## config.mk

```make
export PLATFORM = sky130hd
export DESIGN_NAME = timer_share_ctrl
export DESIGN_NICKNAME = d
export VERILOG_FILES = /design/src/pkg/timer_share_pkg.sv /design/src/hw/timer_share_ctrl.sv
export SDC_FILE = /design/constraint.sdc
export NUM_CORES = 1
export LEC_CHECK = 0
export BUFFER_PORTS_ARGS = -buffer_cell sky130_fd_sc_hd__buf_4
export CAP_MARGIN = 15
export CORE_MARGIN = 2
export CORE_UTILIZATION = 45
export DETAILED_ROUTE_END_ITERATION = 12
export PLACE_DENSITY = 0.82
export SYNTH_ARGS = -nofsm -noshare
export SYNTH_HDL_FRONTEND = slang
export SYNTH_SLANG_ARGS = --single-unit
```

## constraint.sdc

```tcl
create_clock -name i_sys_clk -period 5.2 [get_ports i_sys_clk]
set_input_delay 1.04 -clock i_sys_clk [delete_from_list [all_inputs] [get_ports i_sys_clk]]
set_output_delay 1.04 -clock i_sys_clk [all_outputs]
set_load 0.005 [all_outputs]
```

## src/pkg/timer_share_pkg.sv

```systemverilog
// Package for the shared timer start, lockstep and mode control block
package timer_share_pkg;
   localparam logic [7:0] ADDR_RUN = 8'h00;
   localparam logic [7:0] ADDR_SYNC = 8'h04;
   localparam logic [7:0] ADDR_MODE = 8'h08;
   localparam logic [7:0] ADDR_STAT = 8'h0C;
   localparam logic [7:0] ADDR_MASK = 8'h10;
   localparam logic [7:0] ADDR_CMB = 8'h14;
   localparam logic [7:0] ADDR_CNT2 = 8'h18;
   localparam logic [7:0] RESET_RUN = 8'hE0;
   localparam logic [7:0] RESET_SYNC = 8'hE0;
   localparam logic [7:0] RESET_MODE = 8'h80;
   localparam logic [7:0] RO_RUN = 8'hE0;
   localparam logic [7:0] RO_SYNC = 8'hE0;
   localparam logic [7:0] RO_MODE = 8'h80;
   localparam int BIT_PHASE = 6;
   localparam int BIT_FLAG_DIRECTION_SELECT = 5;
   localparam int BIT_PULSE_WIDTH_SEL_CH4 = 4;
   localparam int BIT_PULSE_WIDTH_SEL_CH3 = 3;
   localparam int STAT_OVF = 0;
   localparam int STAT_UNF = 1;
   localparam int STAT_FLAG = 2;
   localparam logic [1:0] CMB_COMPL = 2'h2;
   localparam logic [1:0] CMB_RSYNC = 2'h3;
   localparam logic [15:0] CNT_MAX = 16'hFFFF;

   typedef struct packed {
      logic [4:0] run;
      logic [4:0] lockstep;
      logic [4:0] pwm;
      logic phase;
      logic flag_direction_select;
   } ctrl_type;

   typedef struct packed {
      logic [1:0] ext_a;
      logic [1:0] ext_b;
      logic a_prev;
      logic b_prev;
   } quad_type;

   typedef struct packed {
      logic up;
      logic down;
      logic ovf_set;
   } ch2_evt_type;
endpackage

```

## src/hw/timer_share_ctrl.sv

```systemverilog
// Shared run, lockstep and mode control for a five channel timer
//
// Operation
// Run register bits 0-4 start channels
// Run register defaults on reset and standby
// Run and lockstep top bits read one
// Lockstep bits gang channel preset and clear
// Lockstep register defaults on reset, standby
// Mode register defaults; bit 7 reads one
// Phase select makes channel 2 quadrature
// Count each edge of either input
// A leading B counts up
// Phase mode overrides clock edge, prescaler
// Clear, compare, capture, interrupts stay active
// Flag direction picks overflow flag condition
// PWM select on channels 4,3 drives output
// Combination mode overrides channel 4,3 PWM
// Mode bit 2 selects channel 2 PWM
// Channels 2,1,0 PWM on compare matches
// Software halts counters before combination mode
// Writes to reserved bits are ignored
//
// Our own choices: the AHB-Lite register port and the address map.
`timescale 1ns/1ps
module timer_share_ctrl
(
   input wire logic i_sys_clk, // System clock, 100 MHz
   input wire logic i_rst, // Async reset, active high
   input wire logic i_standby, // Standby mode entry level
   input wire logic i_hsel, // AHB select
   input wire logic [7:0] i_haddr, // AHB address, low byte
   input wire logic [1:0] i_htrans, // AHB transfer type
   input wire logic i_hwrite, // AHB write
   input wire logic [2:0] i_hsize, // AHB size
   input wire logic [31:0] i_hwdata, // AHB write data
   input wire logic i_hready, // AHB bus ready
   input wire logic i_ext_clock_in_a, // Encoder pin A
   input wire logic i_ext_clock_in_b, // Encoder pin B
   input wire logic [4:0] i_match_a, // Compare match A per channel
   input wire logic [4:0] i_match_b, // Compare match B per channel
   input wire logic i_ch2_wrap_up, // Counter 2 wraps up past max
   input wire logic i_ch2_wrap_down, // Counter 2 wraps down past zero
   output logic [31:0] o_hrdata, // AHB read data
   output logic o_hreadyout, // AHB ready out
   output logic o_hresp, // AHB response, always OKAY
   output logic [4:0] o_run, // Counter run per channel
   output logic [4:0] o_lockstep, // Lockstep preset/clear per channel
   output logic [4:0] o_pwm_active, // Effective PWM mode per channel
   output logic [4:0] o_channel_output_a, // PWM pin level per channel
   output logic o_phase_mode, // Channel 2 in phase counting
   output logic o_ch2_count_up, // Quadrature up step pulse
   output logic o_ch2_count_down, // Quadrature down step pulse
   output logic o_overflow_flag_set, // Channel 2 overflow flag set pulse
   output logic o_irq // Interrupt level
);
   import timer_share_pkg::*;

   typedef struct packed {
      ctrl_type ctrl;
      quad_type quad;
      logic [1:0] cmb;
      logic [2:0] stat;
      logic [2:0] mask;
      logic [15:0] cnt2;
      logic wr_pend;
      logic [7:0] wr_addr;
      logic [31:0] rdata;
      logic [4:0] pwm_out;
      logic [4:0] pwm_act;
      ch2_evt_type evt;
      logic irq;
   } state_type;

   state_type state;
   state_type next_state;

   logic a_now;
   logic b_now;
   logic [3:0] quad_pair;
   logic step_up;
   logic step_down;
   logic rd_req;
   logic [7:0] run_rd;
   logic [7:0] sync_rd;
   logic [7:0] mode_rd;
   wire logic [4:0] pwm_eff;
   wire logic [4:0] pwm_next;
   wire logic cmb_override;
   logic [2:0] stat_set;
   logic ovf_evt;

   always_comb begin
      next_state = state;
      a_now = state.quad.ext_a[1];
      b_now = state.quad.ext_b[1];
      // Second stage only; first stage feeds nothing else
      next_state.quad.ext_a = {state.quad.ext_a[0], i_ext_clock_in_a};
      next_state.quad.ext_b = {state.quad.ext_b[0], i_ext_clock_in_b};
      next_state.quad.a_prev = a_now;
      next_state.quad.b_prev = b_now;
      quad_pair = {state.quad.a_prev, state.quad.b_prev, a_now, b_now};
      step_up = 1'b0;
      step_down = 1'b0;
      // Gray transition table; a double edge skips a position and is dropped
      if (state.ctrl.phase && state.ctrl.run[2]) begin
         case (quad_pair)
            4'b0010: step_up = 1'b1;
            4'b1011: step_up = 1'b1;
            4'b1101: step_up = 1'b1;
            4'b0100: step_up = 1'b1;
            4'b0001: step_down = 1'b1;
            4'b0111: step_down = 1'b1;
            4'b1110: step_down = 1'b1;
            4'b1000: step_down = 1'b1;
            default: step_up = 1'b0;
         endcase
      end
      next_state.evt.up = step_up;
      next_state.evt.down = step_down;
      // Local channel 2 count view for software reads and the step wrap flags
      if (step_up) begin
         next_state.cnt2 = state.cnt2 + 16'h0001;
      end else if (step_down) begin
         next_state.cnt2 = state.cnt2 - 16'h0001;
      end
      // Overflow flag condition holds in every channel 2 mode
      ovf_evt = (i_ch2_wrap_up || (step_up && state.cnt2 == CNT_MAX))
         || (!state.ctrl.flag_direction_select && (i_ch2_wrap_down || (step_down && state.cnt2 == 16'h0000)));
      next_state.evt.ovf_set = ovf_evt;
      stat_set = '0;
      stat_set[STAT_OVF] = i_ch2_wrap_up || (step_up && state.cnt2 == CNT_MAX);
      stat_set[STAT_UNF] = i_ch2_wrap_down || (step_down && state.cnt2 == 16'h0000);
      stat_set[STAT_FLAG] = ovf_evt;

      // Effective mode and pin levels come from the per channel loop below
      next_state.pwm_act = pwm_eff;
      next_state.pwm_out = pwm_next;

      // Write data phase; set wins over clear for status
      next_state.stat = state.stat | stat_set;
      next_state.wr_pend = 1'b0;
      if (state.wr_pend) begin
         case (state.wr_addr)
            ADDR_RUN: begin
               next_state.ctrl.run = i_hwdata[4:0];
            end
            ADDR_SYNC: begin
               next_state.ctrl.lockstep = i_hwdata[4:0];
            end
            ADDR_MODE: begin
               next_state.ctrl.phase = i_hwdata[BIT_PHASE];
               next_state.ctrl.flag_direction_select = i_hwdata[BIT_FLAG_DIRECTION_SELECT];
               next_state.ctrl.pwm = i_hwdata[4:0];
            end
            ADDR_STAT: begin
               next_state.stat = (state.stat & ~i_hwdata[2:0]) | stat_set;
            end
            ADDR_MASK: begin
               next_state.mask = i_hwdata[2:0];
            end
            ADDR_CMB: begin
               next_state.cmb = i_hwdata[1:0];
            end
            default: begin
               next_state.cmb = state.cmb;
            end
         endcase
      end

      // A read right behind a write sees the written value
      run_rd = {3'h7, next_state.ctrl.run} | RO_RUN;
      sync_rd = {3'h7, next_state.ctrl.lockstep} | RO_SYNC;
      mode_rd = {1'b1, next_state.ctrl.phase, next_state.ctrl.flag_direction_select, next_state.ctrl.pwm} | RO_MODE;

      // Address phase capture; reads answer in the data phase
      rd_req = i_hsel && i_hready && i_htrans[1] && !i_hwrite;
      if (i_hsel && i_hready && i_htrans[1] && i_hwrite) begin
         next_state.wr_pend = 1'b1;
         next_state.wr_addr = i_haddr;
      end
      if (rd_req) begin
         case (i_haddr)
            ADDR_RUN: next_state.rdata = {24'h000000, run_rd};
            ADDR_SYNC: next_state.rdata = {24'h000000, sync_rd};
            ADDR_MODE: next_state.rdata = {24'h000000, mode_rd};
            ADDR_STAT: next_state.rdata = {29'h00000000, next_state.stat};
            ADDR_MASK: next_state.rdata = {29'h00000000, next_state.mask};
            ADDR_CMB: next_state.rdata = {30'h00000000, next_state.cmb};
            ADDR_CNT2: next_state.rdata = {16'h0000, next_state.cnt2};
            default: next_state.rdata = 32'h00000000;
         endcase
      end

      next_state.irq = |(next_state.stat & next_state.mask);

      // Standby returns all three control registers to defaults
      if (i_standby) begin
         next_state.ctrl.run = RESET_RUN[4:0];
         next_state.ctrl.lockstep = RESET_SYNC[4:0];
         next_state.ctrl.phase = RESET_MODE[BIT_PHASE];
         next_state.ctrl.flag_direction_select = RESET_MODE[BIT_FLAG_DIRECTION_SELECT];
         next_state.ctrl.pwm = RESET_MODE[4:0];
      end
   end

   // Combination mode wins over per channel PWM on 4 and 3
   assign cmb_override = (state.cmb == CMB_COMPL) || (state.cmb == CMB_RSYNC);
   generate
      for (genvar ch = 0; ch < 5; ch++) begin : g_pwm
         if (ch == BIT_PULSE_WIDTH_SEL_CH4 || ch == BIT_PULSE_WIDTH_SEL_CH3) begin : g_shared
            assign pwm_eff[ch] = state.ctrl.pwm[ch] && !cmb_override;
         end else begin : g_own
            assign pwm_eff[ch] = state.ctrl.pwm[ch];
         end
         // Match A wins when both compares hit in one cycle
         assign pwm_next[ch] = !pwm_eff[ch] ? 1'b0 :
            i_match_a[ch] ? 1'b1 :
            i_match_b[ch] ? 1'b0 : state.pwm_out[ch];
      end
   endgenerate

   always_ff @(posedge i_sys_clk or posedge i_rst) begin
      if (i_rst) begin
         state <= '0;
         state.ctrl.run <= RESET_RUN[4:0];
         state.ctrl.lockstep <= RESET_SYNC[4:0];
         state.ctrl.phase <= RESET_MODE[BIT_PHASE];
         state.ctrl.flag_direction_select <= RESET_MODE[BIT_FLAG_DIRECTION_SELECT];
         state.ctrl.pwm <= RESET_MODE[4:0];
      end else begin
         state <= next_state;
      end
   end

   // Counters gated by run bits; halting before combination mode is software's job
   assign o_run = state.ctrl.run;
   assign o_lockstep = state.ctrl.lockstep;
   assign o_pwm_active = state.pwm_act;
   assign o_channel_output_a = state.pwm_out;
   assign o_phase_mode = state.ctrl.phase;
   assign o_ch2_count_up = state.evt.up;
   assign o_ch2_count_down = state.evt.down;
   assign o_overflow_flag_set = state.evt.ovf_set;
   assign o_irq = state.irq;
   assign o_hrdata = state.rdata;
   assign o_hreadyout = 1'b1;
   assign o_hresp = 1'b0;
endmodule

```

==> results of run 1 <==
==> Yosys cell counts, types with 5 or more instances <==
cell type,number
nor4_1,6
o21a_1,5
buf_4,54
nand2_1,46
o22ai_1,8
mux2i_1,19
nand3_1,14
xnor2_1,15
nor2_1,34
and2_1,7
o21ai_0,5
nor2b_1,9
nand4_1,10
clkbuf_1,8
inv_1,11
a22o_1,7
and3_1,5
nor3_1,10
dfrtp_1,86
==> how the worst max path moves through the flow <==
| stage | slack (ns) | endpoint |
|---|---|---|
| after floorplan | 1.94 | a_now |
| after global placement | 2.19 | o_hrdata[12] |
| after detailed placement | 2.08 | o_hrdata[8] |
| after CTS | 2.44 | o_hrdata[8] |
| after global routing | 2.25 | o_hrdata[8] |
| final | 2.43 | o_hrdata[15] |
==> registers in the layout, indices dropped and copies added, names as in the netlist <==
| signal | cells |
|---|---|
| state | 36 |
| o_hrdata | 16 |
| next_state | 5 |
| o_channel_output_a | 5 |
| o_lockstep | 5 |
| o_pwm_active | 5 |
| o_run | 5 |
| quad_pair | 2 |
| a_now | 1 |
| b_now | 1 |
| o_ch2_count_down | 1 |
| o_ch2_count_up | 1 |
| o_irq | 1 |
| o_overflow_flag_set | 1 |
| o_phase_mode | 1 |
==> stage by stage <==
stage | std cells | setup WS [ns]
final | 598 | 2.43
after CTS | 598 | 2.44
after global placement | 582 | 2.19
after global routing | 598 | 2.25
after detailed placement | 582 | 2.08
after floorplan | 440 | 1.94
==> final cells by class <==
class	count	share of cell area [%]
clock buffers	10	2.82
clock inverters	6	1.38
inverters	12	0.948
multi-input cells	278	35.6
flip-flops and latches	86	44.1
well taps	129	3.31
repair buffers	77	11.8
==> cell families after synthesis <==
logic type | share of synthesized area (%)
simple gates | 18.3
flops | 49.8
buf+inv | 11.3
compound gates | 10.2
mux | 5.44
xor+xnor | 3.85
fa+ha+maj | 0.869
other cells | 0.174
==> critical path, cell delays in order <==
cell	delay, ns
buf_4	0.12
nor4b_1	0.80
nand3_1	0.39
nor2_1	0.50
a22o_1	0.21
==> metal layers <==
layer | GRT usage, % | wire length, µm | up-vias
li1 | - | - | 1489
met1 | 26.3 | 4240 | 1555
met2 | 27.8 | 4320 | 135
met3 | 3.42 | 555 | 18
met4 | 7.90 | 220 | 0
met5 | 0 | 0 | -
==> layout by cell type (no fill, tap or decap), types with 3 or more instances in the layout <==
cell      synthesis  routed
a21oi_1           4       4
clkbuf_8          0      10
buf_4            54      77
o21a_1            5       5
a22oi_1           3       3
nor3_1           10      10
a221o_1           3       3
nand3_1          14      14
nor2_1           34      34
nand2b_1          3       3
nor2b_1           9       9
o22ai_1           8       8
nor4b_1           3       3
mux2i_1          19      19
nor4_1            6       6
and3_1            5       5
and2_1            7       7
inv_1            11      10
dfrtp_1          86      86
a211oi_1          3       3
xor2_1            4       4
xnor2_1          15      15
nand4_1          10      10
nand2_1          46      46
mux2_2            4       4
ha_1              3       3
conb_1            2      18
o21ai_0           5       5
a22o_1            7       7
==> report_power, final <==
part / internal, W / total [W] / switching, W
sequential: 0.000691 / 0.000709 / 0.0000179
clock: 0.000237 / 0.000480 / 0.000243
combinational: 0.0000417 / 0.000103 / 0.0000612
==> reports/metrics.cfg, run 1 <==
[status]
status=complete, no violations

[clocking]
path_clk_slew_ns=0.08
ctsLongestPathBuffers=2
cts_setup_buffers=0
cts_max_level=3
root_buffer=clkbuf_8
cts_hold_repair.buffers=0
cts_tree=built
worstSkewPairLatency_ns=0.36
numCtsBuffers=9
clkSinkCount=86
cts-resized-gates=0

[cells_and_area]
seqCellArea_um2=2150
nNetsFinal=532
antenna_cells=0
fin_util_pct=52.6
final_cell_area_um2=4880
multi_input_comb_area_um2=1740
syn_to_final_growth_pct=13.0
drive_above_1_share_pct=21.7
nFillCells=838

[yosys]
synth_top_area_share_pct=49.8
synth-main-ff-cell=dfrtp_1
async_reset_ff_share_pct=100
synth-seq-area-share_pct=49.8
yosysTopAreaCell=dfrtp_1
synthCells=424
synth_warnings=0
syn_avg_cell_area_um2=10.2
synth.area.top_cells=dfrtp_1, buf_4, mux2i_1
synth_edf_count=0
synth_cell_types=55
synth.cell_area_um2=4320
ys_seq_elements=86

[timing]
slew_violations=0
holdWs_ns=0.353
fin_worst_skew_ns=0.0139
hold_viol_final=0
tightest_slew_ns=0.909
max_freq_mhz=361
finalCriticalPeriod_ns=2.77
finalCritPeriodShare_pct=53.3
setup_tns_ns=0
slew_headroom_pct=38.6
setup_viol=0
rsz0062_at_grt=false

[worst_setup_path]
timing.rr.end=o_hrdata[0]
r2r.worst_path.cells=6
crit_required_ns=5.49
r2r_slack_ns=2.60
cp-startpoint=i_haddr[7]
path_max_fanout=7
start_kind=primary input
r2r_start=state[47]
path_class=primary input to flip-flop
cp-end-kind=flip-flop
cp.arrival_ns=3.06

[routing]
drt_iter0_drc=398
drc=0
first_pass_iters=5
avgRoutedWirePerCell_um=15.6
ant_nets=0
vias_per_cell=5.35
wl_mm=9.33
vias=3197

[global_routing]
grt_pass1_vias=3028
grt_pass1_wl_mm=14.7
overflow=0
antenna_found_initial=0
track_usage_pct=18.5
grt_start_max_net_pins=58

[placement]
place_area_um2=4680
hpwl_mm=6.98
place_congestion=0.915
io_buffers=76

[min_path]
hp-start=next_state[84]
hp-class=flip-flop to flip-flop
hold_depth=0
holdPathEnd=a_now

[die]
die_h_um=102
start_util_pct=46.5
die-area_um2=10400
rows=35
core_area_um2=9280
die_w_um=102
pin_count=124

[run]
cap_viol_max_count=0

[power]
irDropWorstVdd_mv=0.133
report.power.total_w=0.00129
power.density_nw_per_um2=265
leakage_nw=2.44

Power figures use the tool's default switching activity.
==> inputs of run 2 (changes only) <==
==> constraint.sdc (replaced) <==
create_clock -name i_sys_clk -period 2.6 [get_ports i_sys_clk]
set_input_delay 0.52 -clock i_sys_clk [delete_from_list [all_inputs] [get_ports i_sys_clk]]
set_output_delay 0.52 -clock i_sys_clk [all_outputs]
set_load 0.005 [all_outputs]
==> reports/metrics.cfg, run 2 (synthesized netlist as in run 1, its figures left out) <==
[status]
status=complete, no violations  ; unchanged

[timing]
hold_viol_final=0  ; unchanged
setup_viol=0  ; unchanged
rsz0062_at_grt=false  ; unchanged
finalCritPeriodShare_pct=90.2
setup_tns_ns=0  ; unchanged
fin_worst_skew_ns=0.0120  ; was 0.0139 ns
max_freq_mhz=426
slew_violations=0  ; unchanged
finalCriticalPeriod_ns=2.35

[cells_and_area]
nFillCells=854  ; was 838
mostFrequentLayoutCells=dfrtp_1, buf_4, nand2_1  ; unchanged
syn_to_final_growth_pct=14.2  ; was 13.0%
antenna_cells=0  ; unchanged
largest_reg_flops=36  ; unchanged
seqCellArea_um2=2150  ; unchanged
fin_cells=605  ; was 598
multi_input_comb_area_um2=1740  ; unchanged
layout_commonest_cell=dfrtp_1  ; unchanged
top_register=state  ; unchanged
drive_above_1_share_pct=22.9  ; was 21.7%
nNetsFinal=539  ; was 532

[die]
core_area_um2=9280  ; unchanged
die-area_um2=10400  ; unchanged
die_w_um=102  ; unchanged
die_h_um=102  ; unchanged
rows=35  ; unchanged
start_util_pct=46.5  ; unchanged
pin_count=124  ; unchanged

[power]
power.density_nw_per_um2=515  ; was 265 nW/µm²
leakage_nw=2.47  ; was 2.44 nW
switchingPower_w=0.000699  ; was 0.000322 W
p_clk_share_pct=35.6  ; was 37.2%
irDropWorstVdd_mv=0.261  ; was 0.133 mV
seqPwrFrac_pct=55.9  ; was 54.9%
swShare_pct=27.5  ; was 24.9%
internal_power_w=0.00184  ; was 0.000970 W
comb_power_share_pct=8.5  ; was 8.0%

[worst_setup_path]
slowest_stage=or4_1  ; was nor4b_1
crit_family=simple AND/OR/NAND/NOR gates  ; unchanged
cp-startpoint=quad_pair[3]  ; was i_haddr[7]
cp-end-kind=flip-flop  ; unchanged
worst-path-buf-inv=0  ; was 1
crit_chain=xor2_1 > or4_1 > nor4_4 > a32oi_1 > xnor2_1 > a22o_1  ; was buf_4 > nor4b_1 > nand3_1 > nor2_1 > a22o_1
path_max_fanout=7  ; unchanged
cp.arrival_ns=2.60  ; was 3.06 ns
slowest_delay_ns=0.70  ; was 0.80 ns
path_class=flip-flop to flip-flop  ; was primary input to flip-flop
r2r_start=quad_pair[3]  ; was state[47]
start_kind=flip-flop  ; was primary input
crit_required_ns=2.85  ; was 5.49 ns

[clocking]
ctsLongestPathBuffers=2  ; unchanged
worstSkewPairLatency_ns=0.37  ; was 0.36 ns
path_clk_slew_ns=0.09  ; was 0.08 ns
root_buffer=clkbuf_8  ; unchanged
cts_hold_repair.buffers=0  ; unchanged
cts_setup_buffers=0  ; unchanged
numCtsBuffers=9  ; unchanged
cts_max_level=3  ; unchanged
cts-resized-gates=0  ; unchanged
clkSinkCount=86  ; unchanged
cts_tree=built  ; unchanged

[global_routing]
track_usage_pct=19.2  ; was 18.5%
antenna_found_initial=0  ; unchanged
grt_pass1_wl_mm=15.5  ; was 14.7 mm
grt_pass1_vias=3198  ; was 3028
overflow=0  ; unchanged
grt_start_max_net_pins=87  ; was 58

[routing]
m1WireLength_mm=4.26  ; was 4.24 mm
drt_iter0_drc=213  ; was 398
ant_nets=0  ; unchanged
avgRoutedWirePerCell_um=15.6  ; about the same
wl_mm=9.47  ; was 9.33 mm
vias_per_cell=5.32  ; was 5.35
dr_wl_met3_um=544  ; was 555 µm
routed.top_layer=met4  ; unchanged
vias=3221  ; was 3197
first_pass_iters=4  ; was 5
wl_met2_mm=4.52  ; was 4.32 mm
drc=0  ; unchanged

[placement]
place_congestion=0.913  ; was 0.915
dp_cells=589  ; was 582
io_buffers=76  ; unchanged
hpwl_mm=7.06  ; was 6.98 mm

[run]
cap_viol_max_count=0  ; unchanged

[min_path]
hp-start=i_ext_clock_in_b  ; was next_state[84]
hp-class=primary input to flip-flop  ; was flip-flop to flip-flop

## run 2: cell count changes in the layout (fill, tap and decap cells not counted)
| cell | change |
|---|---|
| bufinv_16 | -1 |
| inv_8 | +2 |
| buf_4 | +6 |
| clkinv_4 | +1 |
| clkinv_2 | -2 |
| clkbuf_8 | -1 |
| clkinvlp_4 | +1 |
| buf_12 | +1 |
## run 2: worst register-to-register path: stages, from the launching register on
cell     delay [ns]
dfrtp_1        0.41
xor2_1         0.20
or4_1          0.70
nor4_4         0.37
a32oi_1        0.17
xnor2_1        0.17
a22o_1         0.21
## run 2: per-layer routing
metal / track usage, % / vias up
met5: 0 / -
li1: - / 1503
met3: 3.42 / 15
met1: 26.3 / 1594
met2: 29.9 / 109
met4: 8.62 / 0
## run 2: power groups by stage
stage / sequential [W] / combinational [W] / clock, W
after global routing: 0.00143 / 0.000244 / 0.000975
final: 0.00142 / 0.000216 / 0.000905
after global placement: 0.00144 / 0.000207 / 0
after floorplan: 0.00144 / 0.000139 / 0
after CTS: 0.00142 / 0.000216 / 0.000921
after detailed placement: 0.00145 / 0.000215 / 0
## run 2: path summary, 6_finish.rpt
path | to | slack [ns] | depth (start not counted)
max | o_hrdata[14] | 0.25 | 6
min | next_state[82] | 0.26 | 1
max reg2reg | o_hrdata[14] | 0.25 | 6
min reg2reg | b_now | 0.36 | 0
max in group asynchronous | o_channel_output_a[3] | 1.99 | 3
min in group asynchronous | state[61] | 0.28 | 3
## run 2: area by class of cell
class | instances | share of cell area (%)
flip-flops and latches | 86 | 43.6
multi-input cells | 278 | 35.3
repair buffers | 84 | 13.0
well taps | 129 | 3.27
clock buffers | 9 | 2.51
clock inverters | 7 | 1.29
inverters | 12 | 0.989
## run 2: through the flow
step / cell area, µm² / power, W / util [%] / hold WS, ns / setup WS (ns)
global placement: 4750 / 0.00165 / 51.1 / 0.333 / 0.352
floorplan: 4390 / 0.00158 / - / 0.331 / 0.492
global route: 4930 / 0.00264 / 53.1 / 0.246 / 0.123
CTS: 4930 / 0.00256 / 53.1 / 0.252 / 0.265
detailed placement: 4750 / 0.00166 / 51.1 / 0.339 / 0.290
finish: 4930 / 0.00254 / 53.1 / 0.261 / 0.254
